### config.mk
export PLATFORM = sky130hd
export DESIGN_NAME = call_clear_complement_exec
export DESIGN_NICKNAME = d
export VERILOG_FILES = /design/src/common/exec_pkg.sv /design/src/insn_decode.sv /design/src/call_clear_complement_exec.sv
export SDC_FILE = /design/constraint.sdc
export NUM_CORES = 1
export LEC_CHECK = 0
export BUFFER_PORTS_ARGS = -buffer_cell sky130_fd_sc_hd__buf_2
export CELL_PAD_IN_SITES_DETAIL_PLACEMENT = 1
export CELL_PAD_IN_SITES_GLOBAL_PLACEMENT = 1
export CORE_AREA = 3 3 82 84
export DETAILED_ROUTE_END_ITERATION = 16
export DIE_AREA = 0 0 85 87
export GPL_TIMING_DRIVEN = 0
export PLACE_DENSITY_LB_ADDON = 0.1
export SYNTH_ARGS = -nofsm -noshare
export SYNTH_HDL_FRONTEND = slang
export SYNTH_SLANG_ARGS = --single-unit
### constraint.sdc
create_clock -name core_clk -period 3.1 [get_ports core_clk]
set_input_delay 0.31 -clock core_clk [delete_from_list [all_inputs] [get_ports core_clk]]
set_output_delay 0.31 -clock core_clk [all_outputs]
set_load 0.01 [all_outputs]
### src/common/exec_pkg.sv
/*
 * Constants shared by the instruction execute block: opcode patterns,
 * field positions, widths and reset values.
 * Assumes a 14-bit instruction word and an 8-bit data path.
 */
package exec_pkg;
    localparam int          INSN_W         = 14;
    localparam int          PC_W           = 13;
    localparam int          DATA_W         = 8;
    localparam int          FADDR_W        = 7;
    localparam int          TARGET_W       = 11;
    // Call: 10 0kkk kkkk kkkk
    localparam logic [2:0]  CALL_OP        = 3'h4;
    localparam int          CALL_OP_LSB    = 11;
    // Clear file register: 00 0001 1fff ffff
    localparam logic [6:0]  CLR_FILE_OP     = 7'h03;
    localparam int          CLR_FILE_OP_LSB = 7;
    // Clear accumulator: 00 0001 0000 0011
    localparam logic [13:0] CLRACC_OP      = 14'h0103;
    // Invert file register: 00 1001 dfff ffff
    localparam logic [5:0]  INV_OP         = 6'h09;
    localparam int          INV_OP_LSB     = 8;
    localparam int          DEST_BIT       = 7;
    // Page bits of the latch feeding pc[12:11]
    localparam int          PAGE_HI        = 4;
    localparam int          PAGE_LO        = 3;
    localparam int          CALL_CYCLES    = 2;
    localparam logic [12:0] PC_RESET       = 13'h0000;
    localparam logic [7:0]  DATA_RESET     = 8'h00;
endpackage : exec_pkg

### src/insn_decode.sv
/*
 * Pure opcode decoder for the execute block.
 * Assumes a stable instruction word on the core clock.
 */
`timescale 1ns/100ps
`default_nettype none
module insn_decode (
    input  wire logic [13:0] insn,
    output logic             is_call,
    output logic             is_clr_file,
    output logic             is_clracc,
    output logic             is_inv
);
    // Compare the fixed opcode fields
    assign is_call   = insn[13:exec_pkg::CALL_OP_LSB] == exec_pkg::CALL_OP;
    assign is_clr_file = insn[13:exec_pkg::CLR_FILE_OP_LSB] == exec_pkg::CLR_FILE_OP;
    assign is_clracc = insn == exec_pkg::CLRACC_OP;
    assign is_inv    = insn[13:exec_pkg::INV_OP_LSB] == exec_pkg::INV_OP;
endmodule : insn_decode
`default_nettype wire

### src/call_clear_complement_exec.sv
/*
 * Execute stage for call, clear file register, clear accumulator and
 * invert file register. Holds pc, accumulator and zero flag.
 * Assumes the fetch side presents insn with insn_valid and that the file
 * register read data for file_addr returns combinationally in file_rdata.
 */
// Overview of operation
// [RQ1] Call pushes pc plus one onto stack
// [RQ2] Call loads 11-bit target into pc[10:0]
// [RQ3] Call takes pc[12:11] from page latch bits
// [RQ4] Call takes two cycles, flags untouched
// [RQ5] Clear file register writes zero, sets zero
// [RQ6] Invert file register, zero flag from result
// [RQ7] Destination bit picks accumulator or file
// [RQ8] Clear accumulator zeroes it, sets zero flag
`timescale 1ns/100ps
`default_nettype none
module call_clear_complement_exec (
    input  wire logic        core_clk,
    input  wire logic        reset_n,
    input  wire logic [13:0] insn,
    input  wire logic        insn_valid,
    input  wire logic [7:0]  page_select_latch,
    input  wire logic [7:0]  file_rdata,
    output logic [12:0]      pc,
    output logic             insn_ready,
    output logic             stack_push,
    output logic [12:0]      stack_head,
    output logic             file_we,
    output logic [6:0]       file_addr,
    output logic [7:0]       file_wdata,
    output logic [7:0]       accumulator,
    output logic             zero_flag
);
    // One-hot states; CALL_SLOT2 is the refused second call cycle
    typedef enum logic [1:0] {
        EXECUTE    = 2'b01,
        CALL_SLOT2 = 2'b10
    } exec_state_e;

    // State register, decoded strobes and operand wires
    exec_state_e state;
    exec_state_e next_state;
    logic        is_call;
    logic        is_clr_file;
    logic        is_clracc;
    logic        is_inv;
    wire         take;
    wire  [7:0]  inv_result;
    wire         dest_file;
    wire  [12:0] call_target;
    wire  [12:0] pc_plus_one;

    insn_decode u_decode (
        .insn        (insn),
        .is_call     (is_call),
        .is_clr_file (is_clr_file),
        .is_clracc   (is_clracc),
        .is_inv      (is_inv)
    );

    // Refuse package values that the fixed port widths or the two-cycle call state machine cannot carry
    if (exec_pkg::INSN_W != 14 || exec_pkg::PC_W != 13 || exec_pkg::DATA_W != 8) begin : g_bad_width
        $error("execute block serves only 14-bit insn, 13-bit pc and 8-bit data");
    end
    if (exec_pkg::TARGET_W + exec_pkg::PAGE_HI - exec_pkg::PAGE_LO + 1 != exec_pkg::PC_W) begin : g_bad_page
        $error("call target and page bits do not fill the pc");
    end
    if (exec_pkg::CALL_CYCLES != 2 || exec_pkg::FADDR_W != 7) begin : g_bad_count
        $error("state machine serves a two-cycle call and 7-bit file address only");
    end

    // Issue and operand wiring
    assign take        = insn_valid && (state == EXECUTE);
    assign inv_result  = ~file_rdata;                                  // [RQ6]
    assign dest_file   = insn[exec_pkg::DEST_BIT];                     // [RQ7]
    assign pc_plus_one = pc + 13'h0001;                                // [RQ1]
    assign call_target = {page_select_latch[exec_pkg::PAGE_HI:exec_pkg::PAGE_LO],
                          insn[exec_pkg::TARGET_W-1:0]};               // [RQ2] [RQ3]
    // Read address follows insn so the read returns in the issue cycle
    assign file_addr   = insn[exec_pkg::FADDR_W-1:0];

    // Call holds a second cycle; everything else is single cycle
    always_comb begin
        case (state)
            EXECUTE:    next_state = (take && is_call) ? CALL_SLOT2 : EXECUTE; // [RQ4]
            CALL_SLOT2: next_state = EXECUTE;
            default:    next_state = EXECUTE;
        endcase
    end

    always_ff @(posedge core_clk or negedge reset_n) begin
        if (!reset_n) begin
            state <= EXECUTE;
        end else begin
            state <= next_state;
        end
    end

    // Program counter and return stack
    always_ff @(posedge core_clk or negedge reset_n) begin
        if (!reset_n) begin
            pc         <= exec_pkg::PC_RESET;
            stack_push <= 1'b0;
            stack_head <= exec_pkg::PC_RESET;
            insn_ready <= 1'b0;
        end else begin
            stack_push <= take && is_call;                             // [RQ1]
            insn_ready <= !(take && is_call);                          // [RQ4]
            if (take && is_call) begin
                stack_head <= pc_plus_one;                             // [RQ1]
                pc         <= call_target;                             // [RQ2] [RQ3]
            end else if (take) begin
                pc <= pc_plus_one;
            end
        end
    end

    // File write port
    always_ff @(posedge core_clk or negedge reset_n) begin
        if (!reset_n) begin
            file_we    <= 1'b0;
            file_wdata <= exec_pkg::DATA_RESET;
        end else begin
            file_we    <= take && (is_clr_file || (is_inv && dest_file)); // [RQ5] [RQ7]
            file_wdata <= is_clr_file ? exec_pkg::DATA_RESET : inv_result; // [RQ5] [RQ6]
        end
    end

    // Accumulator and zero flag; call leaves flags alone
    always_ff @(posedge core_clk or negedge reset_n) begin
        if (!reset_n) begin
            accumulator <= exec_pkg::DATA_RESET;
            zero_flag   <= 1'b0;
        end else if (take) begin
            if (is_clracc) begin
                accumulator <= exec_pkg::DATA_RESET;                   // [RQ8]
                zero_flag   <= 1'b1;
            end else if (is_clr_file) begin
                zero_flag <= 1'b1;                                     // [RQ5]
            end else if (is_inv) begin
                zero_flag <= (inv_result == exec_pkg::DATA_RESET);     // [RQ6]
                if (!dest_file) begin
                    accumulator <= inv_result;                         // [RQ7]
                end
            end
        end
    end
endmodule : call_clear_complement_exec
`default_nettype wire

[Word level (Yosys, flattened, before mapping)]
Index checks and enable logic that the tools add are counted.
Word-level totals
  RAM bits: 0
  memories: 0
  output and inout bits: 53
  bits in read-only memories: 0
  bits of input ports: 33
  bits in registers: 48
  bits in latches: 0
Cells by class
  multiply operators: 0
  $add $sub $neg: 1
  divide/modulo/power cells: 0
  bitwise logic cells: 1
  muxes and demuxes: 12
  equal/unequal tests: 7
  reductions and logical operators: 12
  shifts and indexed selects: 0
  order comparisons: 0
Operator list (count)
  2-to-1 mux 8 bit: 5
  2-to-1 mux 13 bit: 2
  equality test 14 x 9 -> 1 bit, second input constant: 1
  adder 13 x 1 -> 13 bit, second input constant: 1
  logical NOT 8 bit: 1
  NOT 8 bit: 1
  equality test 7 x 2 -> 1 bit, second input constant: 1
  equality test 6 x 4 -> 1 bit, second input constant: 1
  logical AND 1 bit: 4
  2-to-1 mux 2 bit: 2
  inequality test 2 x 1 -> 1 bit, second input constant: 2
  AND reduction 4 bit: 1
  nonzero test 2 bit: 2
  equality test 3 bit, second input constant: 1
  2-to-1 mux 1 bit: 3
  nonzero test 3 bit: 1
  equality test 2 x 1 -> 1 bit, second input constant: 1
  AND reduction 2 bit: 1
  logical NOT 1 bit: 1
  logical OR 1 bit: 1

[Longest topological paths before layout]
Gate-level depths: netlist (run 1).
  depth in word-level cells: 5
  gate-level depth with buffers: 6

[Cells and area by module]
A second synthesis (run 1) with hierarchy kept.
Second synthesis, totals
  cells, all modules: 229
  area total of the unflattened synthesis: 2284.7 um^2
By module, submodules not included
  call_clear_complement_exec: times used 1, area each 2212.1 um^2, cells an instance 221
  insn_decode: times used 1, area each 72.6 um^2, cells an instance 8

[Worst setup path before layout (run 1)]
OpenSTA, ideal clock, no wires.
  path kind: register to register
  from: reg pc[0]
  to: reg stack_head[12]
  stages on the path, launching flop included: 6
  path buffers: 0
  path slack: 1429 ps
  data arrival time: 1551 ps
  path through: dfrtp_1 -> ha_1 -> nand3_1 -> nor4_2 -> mux2i_1 -> nand2_1
Between the ends
  cells in the longest elaborated chain, start to end: 1
Ends and longest elaborated chain
  from (decl): line call_clear_complement_exec.sv:25  | output logic [12:0] pc,
  from (signal assigned): line call_clear_complement_exec.sv:103  | pc <= exec_pkg::PC_RESET;
  from (signal assigned): line call_clear_complement_exec.sv:112  | pc <= call_target;
  from (signal assigned): line call_clear_complement_exec.sv:114  | pc <= pc_plus_one;
  adder 13 x 1 -> 13 bit: line call_clear_complement_exec.sv:77  | assign pc_plus_one = pc + 13'h0001;
  to (signal assigned): line call_clear_complement_exec.sv:105  | stack_head <= exec_pkg::PC_RESET;
  to (signal assigned): line call_clear_complement_exec.sv:111  | stack_head <= pc_plus_one;
  to (decl): line call_clear_complement_exec.sv:28  | output logic [12:0] stack_head,
Every way passes these cells.
A chain may end at the register's enable or synchronous reset.

[Final worst setup path (run 1)]
Same ends and word-level chain as after synthesis.

==> results of run 1 <==
[per-stage QoR]
| step | util, % | instances |
|---|---|---|
| final | 50.4 | 395 |
| after global placement | 48.8 | 387 |
| after detailed placement | 48.8 | 387 |
| after floorplan | - | 233 |
| after global routing | 50.4 | 395 |
| after CTS | 50.4 | 395 |
[worst register-to-register path: stages, from the launching register on]
cell and delay [ps]:
dfrtp_1 530, ha_1 290, nand3_1 310, nor4_2 460, mux2i_1 240, nand2_1 70
[cells by family (layout without fill, tap and decap cells)]
kind of cell             count (synthesis)  in the layout  share of synthesized area, %
AND/OR/NAND/NOR                         92             92                          22.1
adder cells (fa/ha/maj)                  1              1                         0.514
multiplexers                             9              9                          5.35
XOR/XNOR                                 9              9                          3.24
flip-flops                              48             48                          49.4
buffers and inverters                   25            112                          5.71
AO/OA/AOI/OAI                           49             49                          13.7
[state kept, by name, summed over array words and instances (netlist names)]
| name | count |
|---|---|
| insn_ready | 1 |
| file_we | 1 |
| state | 2 |
| pc | 13 |
| file_wdata | 8 |
| zero_flag | 1 |
| accumulator | 8 |
| stack_head | 13 |
| stack_push | 1 |
[path summary, 6_finish.rpt]
check                               start        endpoint  cells after the start
min reg2reg                stack_head[12]  stack_head[12]                      2
max in group asynchronous         reset_n           pc[2]                      1
min in group asynchronous         reset_n      insn_ready                      1
max reg2reg                         pc[0]  stack_head[12]                      5
max                                 pc[0]  stack_head[12]                      5
min                         file_rdata[3]   file_wdata[3]                      2
[placed cells by master, fill, tap and decap left out, types with 2 or more instances in the layout]
cell and instances:
dfrtp_1 47, nand4_1 3, nand2_2 2, clkbuf_8 6, clkbuf_1 3, nand2_1 24, a31oi_1 5, a21oi_1 7
nor2_1 28, and3_1 3, o22a_1 2, buf_2 87, nor3_1 3, nor3_2 3, buf_4 7, nand3_1 8
clkinvlp_4 2, mux2_4 8, a2bb2oi_1 3, xnor2_1 6, o22ai_1 3, o21ai_1 12, inv_1 3, a21oi_2 2
inv_2 2, a22o_1 2, a22oi_1 2, xor2_1 3, o21ai_0 4, nor4_4 2, nand3b_1 2
[layout make-up]
cell class,instances,area [um2]
well taps,75,93.8
clock inverters,2,15.0
flip-flops and latches,48,1200
plain buffers,20,120
fillers,717,2970
inverters,5,18.8
repair buffers,79,395
multi-input cells,160,1090
clock buffers,6,82.6
[power by group through the flow]
stage	logic (mW)	registers [mW]	clock network (mW)
final	0.598	0.862	0.409
after global routing	0.661	0.887	0.441
after CTS	0.607	0.864	0.419
after detailed placement	0.604	0.877	0
after global placement	0.590	0.869	0
after floorplan	0.290	0.920	0
[per-layer routing]
layer / wire (um) / up-vias
met4: 57 / 0
met1: 3230 / 1002
met2: 3160 / 55
met5: 0 / -
li1: - / 986
met3: 299 / 5
==> results.json, run 1 <==
{
  "cts_resized": 0,
  "ys_top_cells_by_count": "47 x dfrtp_1, 28 x nor2_1, 24 x nand2_1",
  "place_hpwl_mm": 5.08,
  "drt_pre_antenna_iters": 4,
  "cp-start-kind": "flop",
  "p_leak_nw": 1.46,
  "ys_async_sr_fraction_pct": 100,
  "status": "completed",
  "critPathBufInv": 0,
  "cts_inserted_buffers": 5,
  "grt_pass1_wl_mm": 10.8,
  "end_kind": "flop",
  "synth-warning-count": 0,
  "synth_area_leaders": "dfrtp_1 48%, mux2_4 4.9%, nor2_1 4.3%",
  "switching_share_pct": 36.5,
  "use_met1_pct": 26.4,
  "final_antenna_net_count": 0,
  "die_y_um": 87,
  "worst_clock_skew_ps": 8.64,
  "postCtsSetupBuffers": 0,
  "fin_area_um2": 3020,
  "use_met2_pct": 29.8,
  "clk_pin_slew_ps": 100,
  "yosysMostFrequentCell": "dfrtp_1",
  "h-tree-depth": 2,
  "worstPathArrival_ps": 2180,
  "ff2ff_setup_slack_ps": 1120,
  "synth_area_leader_cell": "dfrtp_1",
  "syn_nets": 267,
  "clock_sinks": 48,
  "grt_start_max_net_pins": 49,
  "total_power_mw": 1.87,
  "coreArea_um2": 5990,
  "placed_cell_area_um2": 2920,
  "rsz0062_at_grt": "false",
  "hold_buffers": 0,
  "tns_ps": 0,
  "port_buffers": 79,
  "routedWlPerCell_um": 17.1,
  "use_met3_pct": 3.12,
  "place_congestion": 0.777,
  "relSlewSlack_pct": 27.2,
  "internal-power_mw": 1.19,
  "syn-cell-area_um2": 2430,
  "synth_top_cell_area_share_pct": 48.3,
  "hold_path_class": "input port to flop",
  "drv_cap": 0,
  "grt_use_total_pct": 18.6,
  "fin_crit_sh_pct": 63.9,
  "ir_drop_uv": 286,
  "busiest_layer": "met2",
  "io_pins": 86,
  "synth_edf_count": 0,
  "vias": 2048,
  "synthDistinctLibCells": 55,
  "combPwrFrac_pct": 32.0,
  "clk-insertion-delay-late_ps": 310,
  "num_antenna_cells": 0,
  "syn_avg_cell_area_um2": 10.4,
  "ys.flop_type": "dfrtp_1",
  "layout-drive-gt1-share_pct": 41.6,
  "period_minus_slack_ps": 1980,
  "hold_viol": 0,
  "start_util_pct": 40.6,
  "viasPerCell": 5.18,
  "required_ps": 3300,
  "clockRootBuffer": "clkbuf_8",
  "rows": 28,
  "critPathSlowestCell": "dfrtp_1",
  "setup_ws_ps": 1120,
  "finalSetupViolations": 0,
  "grt_pass1_vias": 2098,
  "syn_to_final_growth_pct": 24.1,
  "clockBufferDepth": 2,
  "tightest_slew_ps": 1090,
  "yosysSeqAreaShare_pct": 49.4,
  "dieArea_um2": 7400,
  "powerDensity_nw_per_um2": 619,
  "gr-total-overflow": 0,
  "path_cells": "ha_1 -> nand3_1 -> nor4_2 -> mux2i_1 -> nand2_1",
  "cts_tree": "built",
  "clock_power_share_pct": 21.9,
  "cp_max_fo": 7,
  "die_width_um": 85,
  "synthCells": 233,
  "cp_slowest_stage_delay_ps": 530,
  "finalNetCount": 353,
  "holdWs_ps": 171,
  "drt_iter0_markers": 75,
  "fmax_ghz": 0.505,
  "seqPwrFrac_pct": 46.1,
  "finalWirelength_mm": 6.75,
  "slew_viol_final": 0,
  "worstSetupPathType": "flop to flop",
  "antenna_found_initial": 0,
  "crit_family": "simple AND/OR/NAND/NOR gates",
  "ys_ff_latch": 48,
  "drc": 0,
  "dp_slack_ps": 1150,
  "switchingPower_uw": 682
}
Power figures use the tool's default switching activity.
==> inputs of run 2 (changes only) <==
--- a/config.mk
+++ b/config.mk
@@ -5,12 +5,13 @@
 export SDC_FILE = /design/constraint.sdc
 export NUM_CORES = 1
 export LEC_CHECK = 0
+export ABC_AREA = 1
 export BUFFER_PORTS_ARGS = -buffer_cell sky130_fd_sc_hd__buf_2
 export CELL_PAD_IN_SITES_DETAIL_PLACEMENT = 1
 export CELL_PAD_IN_SITES_GLOBAL_PLACEMENT = 1
-export CORE_AREA = 3 3 82 84
+export CORE_AREA = 3 3 87 89
 export DETAILED_ROUTE_END_ITERATION = 16
-export DIE_AREA = 0 0 85 87
+export DIE_AREA = 0 0 90 92
 export GPL_TIMING_DRIVEN = 0
 export PLACE_DENSITY_LB_ADDON = 0.1
 export SYNTH_ARGS = -nofsm -noshare
==> constraint.sdc (replaced) <==
create_clock -name core_clk -period 1.9 [get_ports core_clk]
set_input_delay 0.19 -clock core_clk [delete_from_list [all_inputs] [get_ports core_clk]]
set_output_delay 0.19 -clock core_clk [all_outputs]
set_load 0.01 [all_outputs]
==> run 2 against run 1 <==
Effect of this change: combinational power rose by 40%; critical path type unchanged; largest cell class unchanged; hold slack got worse by 110 ps; highest routed layer unchanged; routed wire length is 1.5% higher; clock skew barely moved; critical endpoint is now pc[8]; flip-flop and latch count did not move; critical path depth up 3; maximum frequency up 24%; register-to-register slack lost 810 ps.
==> results.json, run 2 <==
{
  "drc": 0,
  "synth-warning-count": 0,
  "synthDistinctLibCells": 29,
  "synth_top_cell_area_share_pct": 48.9,
  "ir_drop_uv": 362,
  "drt_iter0_markers": 76,
  "clock_sinks": 48,
  "io_pins": 86,
  "period_minus_slack_ps": 1590,
  "cts_tree": "built",
  "drv_cap": 0,
  "grt_pass1_wl_mm": 11.3,
  "dr.max_layer_used": "met4",
  "ys_top_cells_by_count": "92 x nand2_1, 47 x dfrtp_1, 34 x nor2_1",
  "grt_start_max_net_pins": 49,
  "viasPerCell": 4.63,
  "syn_avg_cell_area_um2": 8.10,
  "syn_nets": 331,
  "clk-insertion-delay-late_ps": 300,
  "finalWirelength_mm": 6.85,
  "required_ps": 2090,
  "cts_inserted_buffers": 5,
  "switching_share_pct": 31.6,
  "clock_power_share_pct": 31.3,
  "syn_to_final_growth_pct": 28.0,
  "hold_buffers": 0,
  "status": "completed",
  "synth_area_leader_cell": "dfrtp_1",
  "tightest_slew_ps": 1080,
  "fin_area_um2": 3080,
  "grt_use_total_pct": 17.0,
  "p_leak_nw": 1.68,
  "fill_cells": 899,
  "worst_clock_skew_ps": 8.69,
  "start_util_pct": 35.2,
  "port_buffers": 79,
  "syn-cell-area_um2": 2400,
  "die_width_um": 90,
  "die_y_um": 92,
  "gr-total-overflow": 0,
  "finalNetCount": 417,
  "clk_pin_slew_ps": 90,
  "rows": 30,
  "worstSetupPathType": "flop to flop",
  "synthCells": 297,
  "reg_top3": "pc (13), stack_head (13)",
  "vias": 2220,
  "final_antenna_net_count": 0,
  "internal-power_mw": 2.22,
  "cp-start-kind": "flop",
  "dr_wl_met3_um": 418,
  "total_power_mw": 3.24,
  "ys_ff_latch": 48,
  "yosysMostFrequentCell": "nand2_1",
  "end_kind": "flop",
  "wl_met1_mm": 2.96,
  "seqCellArea_um2": 1200,
  "ys.flop_type": "dfrtp_1",
  "ys_async_sr_fraction_pct": 100,
  "worstPathArrival_ps": 1790,
  "relSlewSlack_pct": 28.3,
  "final_common_cell": "nand2_1",
  "coreArea_um2": 6830,
  "fin_crit_sh_pct": 83.8,
  "switchingPower_mw": 1.02,
  "final_cell_mix": "92 x nand2_1, 82 x buf_2, 47 x dfrtp_1",
  "h-tree-depth": 2,
  "cp_max_fo": 6,
  "num_antenna_cells": 0,
  "rsz0062_at_grt": "false",
  "slew_viol_final": 0,
  "synth_area_leaders": "dfrtp_1 49%, nand2_1 14%, nor2_1 5.3%",
  "placed_cell_area_um2": 2920,
  "place_congestion": 0.723,
  "combPwrFrac_pct": 25.9,
  "tns_ps": 0,
  "dieArea_um2": 8280,
  "clockBufferDepth": 2,
  "antenna_found_initial": 0,
  "routedWlPerCell_um": 14.3,
  "grt_pass1_vias": 2285,
  "seqPwrFrac_pct": 42.8,
  "layout-drive-gt1-share_pct": 30.7,
  "cts_resized": 0,
  "hold_path_class": "input port to flop",
  "finalSetupViolations": 0,
  "synth_edf_count": 0,
  "drt_pre_antenna_iters": 4,
  "yosysSeqAreaShare_pct": 50.0,
  "place_hpwl_mm": 5.28,
  "hold_viol": 0,
  "multi_input_area_um2": 966,
  "clockRootBuffer": "clkbuf_8",
  "fmax_ghz": 0.628,
  "powerDensity_nw_per_um2": 1050,
  "postCtsSetupBuffers": 0,
  "wl_met2_mm": 3.44
}
## run 2: changes by cell type after synthesis, sizes merged, moves of 4 or more
cell	previous run	this run
clkbuf	4	0
nand2	26	97
mux2	8	0
and3	4	0
a21oi	9	5
nor3	6	1
nor4	4	0
inv	5	31
xnor2	6	1
nor2	28	41
nand3	9	17
nand4	4	11
## run 2: stage by stage
stage	util (%)	hold WS [ps]	setup WS, ps	std cells
final	45.1	59.2	308	480
after global routing	45.1	43.0	215	480
after CTS	45.1	46.9	330	480
after detailed placement	42.7	382	360	472
after global placement	42.7	378	368	472
after floorplan	-	-106	532	297
## run 2: cells by family (layout without fill, tap and decap cells)
logic type,Yosys count,count (layout),synth area share (%)
AO/OA/AOI/OAI,28,28,6.35
XOR/XNOR,6,6,2.19
adder cells (fa/ha/maj),1,1,0.520
buffers and inverters,46,133,9.83
flip-flops,48,48,50.0
AND/OR/NAND/NOR,168,168,31.1
## run 2: worst paths after layout
path	from	endpoint	slack, ps	cells past startpoint
max in group asynchronous	reset_n	stack_head[7]	1160	1
hold reg to reg	accumulator[4]	accumulator[4]	480	2
setup reg to reg	pc[0]	pc[8]	310	8
hold / removal	file_rdata[3]	file_wdata[3]	60	2
min in group asynchronous	reset_n	insn_ready	80	1
setup / recovery	pc[0]	pc[8]	310	8
## run 2: layout make-up
cell class / instances / share of cell area [%]
Sequential cell: 48 / 39.0
Multi-Input combinational cell: 203 / 31.4
Timing Repair Buffer: 79 / 12.8
Inverter: 32 / 4.14
Tap cell: 96 / 3.90
Buffer: 14 / 3.54
Clock inverter: 3 / 2.93
Clock buffer: 5 / 2.23
## run 2: worst max-delay path: stages, from the launching register on
cell and delay, ps:
dfrtp_1 450, ha_1 220, nand2_1 110, nor2_2 190
nand2_1 100, xor2_1 230, nand2_1 80, nand2_1 60
nand2_1 40
## run 2: power by group through the flow
stage / Clock [mW] / Combinational (mW) / Sequential [mW]
floorplan: 0 / 0.386 / 1.49
global placement: 0 / 0.835 / 1.41
detailed placement: 0 / 0.855 / 1.41
CTS: 1.04 / 0.858 / 1.39
global route: 1.09 / 0.955 / 1.43
finish: 1.02 / 0.839 / 1.39
## run 2: per-layer routing
metal,GRT usage (%),vias up
met3,4.84,2
met2,30.1,51
met5,0,-
met1,20.7,1062
li1,-,1105
met4,3.44,0
==> inputs of run 3 (changes only) <==
--- a/config.mk
+++ b/config.mk
@@ -5,13 +5,13 @@
 export SDC_FILE = /design/constraint.sdc
 export NUM_CORES = 1
 export LEC_CHECK = 0
-export ABC_AREA = 1
+export ABC_AREA = 0
 export BUFFER_PORTS_ARGS = -buffer_cell sky130_fd_sc_hd__buf_2
 export CELL_PAD_IN_SITES_DETAIL_PLACEMENT = 1
 export CELL_PAD_IN_SITES_GLOBAL_PLACEMENT = 1
-export CORE_AREA = 3 3 87 89
+export CORE_AREA = 3 3 89 91
 export DETAILED_ROUTE_END_ITERATION = 16
-export DIE_AREA = 0 0 90 92
+export DIE_AREA = 0 0 92 94
 export GPL_TIMING_DRIVEN = 0
 export PLACE_DENSITY_LB_ADDON = 0.1
 export SYNTH_ARGS = -nofsm -noshare
==> constraint.sdc (replaced) <==
create_clock -name core_clk -period 1.3 [get_ports core_clk]
set_input_delay 0.13 -clock core_clk [delete_from_list [all_inputs] [get_ports core_clk]]
set_output_delay 0.13 -clock core_clk [all_outputs]
set_load 0.01 [all_outputs]
==> run 3 against run 2 <==
Effect of this change: critical path depth is 3 lower; via count is 2.1% higher; non-clock buffer count is 46 higher; total power is 62% higher; count of clock-buffer cells in the layout is 1 higher; largest cell class is now multi-input combinational cells; the flow now finishes with violations (setup timing); routed wire length is 19% higher.
==> results.json, run 3 (synthesized netlist as in run 1, its figures left out) <==
{
  "final_common_cell": "buf_2",
  "grt_pass1_wl_mm": 12.5,
  "cts_inserted_buffers": 5,
  "num_antenna_cells": 0,
  "drc": 0,
  "required_ps": 1540,
  "final_cell_mix": "79 x buf_2, 39 x dfrtp_1, 28 x buf_4",
  "vias": 2267,
  "postLayoutCoreUtil_pct": 52.8,
  "cp-start-kind": "flop",
  "start_util_pct": 33.7,
  "port_buffers": 79,
  "finalSetupViolations": 37,
  "total_power_mw": 5.25,
  "grt_use_total_pct": 18.6,
  "h-tree-depth": 2,
  "clock_power_share_pct": 18.8,
  "cts_tree": "built",
  "end_kind": "flop",
  "clock_sinks": 48,
  "rr_worst_depth": 5,
  "relSlewSlack_pct": 25.1,
  "r2r_end": "stack_head[11]",
  "gr-total-overflow": 0,
  "worst_clock_skew_ps": 4.71,
  "tns_ps": -5130,
  "routedWlPerCell_um": 17.8,
  "syn_to_final_growth_pct": 56.4,
  "status": "finished, violations left",
  "layout-drive-gt1-share_pct": 57.9,
  "powerDensity_nw_per_um2": 1380,
  "fmax_ghz": 0.644,
  "final_antenna_net_count": 0,
  "clk_pin_slew_ps": 90,
  "hold_viol": 0,
  "viasPerCell": 4.93,
  "place_hpwl_mm": 5.11,
  "coreArea_um2": 7210,
  "io_pins": 86,
  "die_width_um": 92,
  "period_minus_slack_ps": 1550,
  "clockRootBuffer": "clkbuf_8",
  "internal-power_mw": 3.27,
  "grt_start_max_net_pins": 49,
  "cp_max_fo": 3,
  "tightest_slew_ps": 1120,
  "drt_pre_antenna_iters": 4,
  "ir_drop_uv": 865,
  "dieArea_um2": 8650,
  "reg_top3": "pc (13), stack_head (13)",
  "combPwrFrac_pct": 40.9,
  "die_y_um": 94,
  "setup_ws_ps": -254,
  "finalWirelength_mm": 8.18,
  "finalNetCount": 394,
  "worstSetupPathType": "flop to flop",
  "rows": 31,
  "rsz0062_at_grt": "true",
  "hold_path_class": "input port to asynchronous set/reset pin",
  "drv_cap": 0,
  "antenna_found_initial": 0,
  "place_congestion": 0.793,
  "drt_iter0_markers": 61,
  "slew_viol_final": 0,
  "seqPwrFrac_pct": 40.3,
  "violations": "setup timing",
  "grt_pass1_vias": 2323,
  "switching_share_pct": 37.7,
  "clockBufferDepth": 2,
  "worstPathArrival_ps": 1800,
  "p_leak_nw": 1.77,
  "switchingPower_mw": 1.98,
  "clk-insertion-delay-late_ps": 310,
  "fin_crit_sh_pct": 120,
  "ff2ff_setup_slack_ps": -250,
  "rr_startpoint": "pc[1]"
}
## run 3: cell types whose count changed in the layout (fill, tap and decap cells not counted), sizes merged, moves of 7 or more
| cell | change |
|---|---|
| nand2 | -70 |
| buf | +34 |
| inv | -26 |
| nor2 | -13 |
| dlygate4sd3 | +8 |
| mux2 | +8 |
| nand3 | -8 |
| nand4 | -7 |
## run 3: power by group through the flow
stage,sequential [mW],combinational [mW],clock [mW]
floorplan,2.22,0.778,0
global placement,2.11,1.51,0
detailed placement,2.11,1.54,0
CTS,2.05,1.97,1.01
global route,2.17,2.32,1.09
finish,2.12,2.14,0.984
## run 3: routing by layer
metal  routed length, um  global-route usage [%]  vias up
met5                   0                       0        -
met4                  79                    4.08        0
met3                 347                    3.29        8
met2                4030                    30.7       54
met1                3720                    25.6     1133
li1                    -                       -     1072
## run 3: cell type report
class	count	area, um2
buffer	18	173
clock buffer	6	82.6
clock inverter	2	15.0
fill	842	3410
inverter	5	26.3
multi-input combinational	161	1360
sequential	48	1210
tap	99	124
timing repair buffer	121	815
## run 3: worst max-delay path by stage
stage                         from              to  slack, ps  cells after the start
after global routing      state[0]           pc[9]       -320                      7
after floorplan              pc[6]  stack_head[11]       -220                      5
after global placement       pc[8]  stack_head[11]       -330                      4
final                        pc[1]  stack_head[11]       -250                      5
after detailed placement     pc[7]  stack_head[11]       -320                      4
after CTS                 state[0]  accumulator[0]       -230                      4
## run 3: worst max-delay path, stage by stage (launching register included)
cell	delay [ps]
dfrtp_2	420
buf_6	120
nand3_4	70
or4_4	580
xor2_2	180
o21ai_2	110
## run 3: metrics by stage
step | setup slack, ps | cell area [um2] | instances | hold WS [ps]
3_5_place_dp | -321 | 3020 | 411 | 319
6_report | -254 | 3810 | 460 | 38.3
3_3_place_gp | -328 | 3020 | 411 | 318
4_1_cts | -230 | 3610 | 453 | 1.65
2_1_floorplan | -221 | 2500 | 233 | -166
5_1_grt | -324 | 3810 | 460 | 58.8
## run 3: repair_timing
| item | CTS | global route |
|---|---|---|
| hold buffers | 7 | 1 |
| endpoints found under the hold margin | 7 | 1 |
| setup buffers | 24 | 8 |
| gates cloned | 3 | 0 |
| resized for setup | 43 | 37 |
| endpoints found under the setup margin | 37 | 40 |
| pin swaps | 17 | 21 |
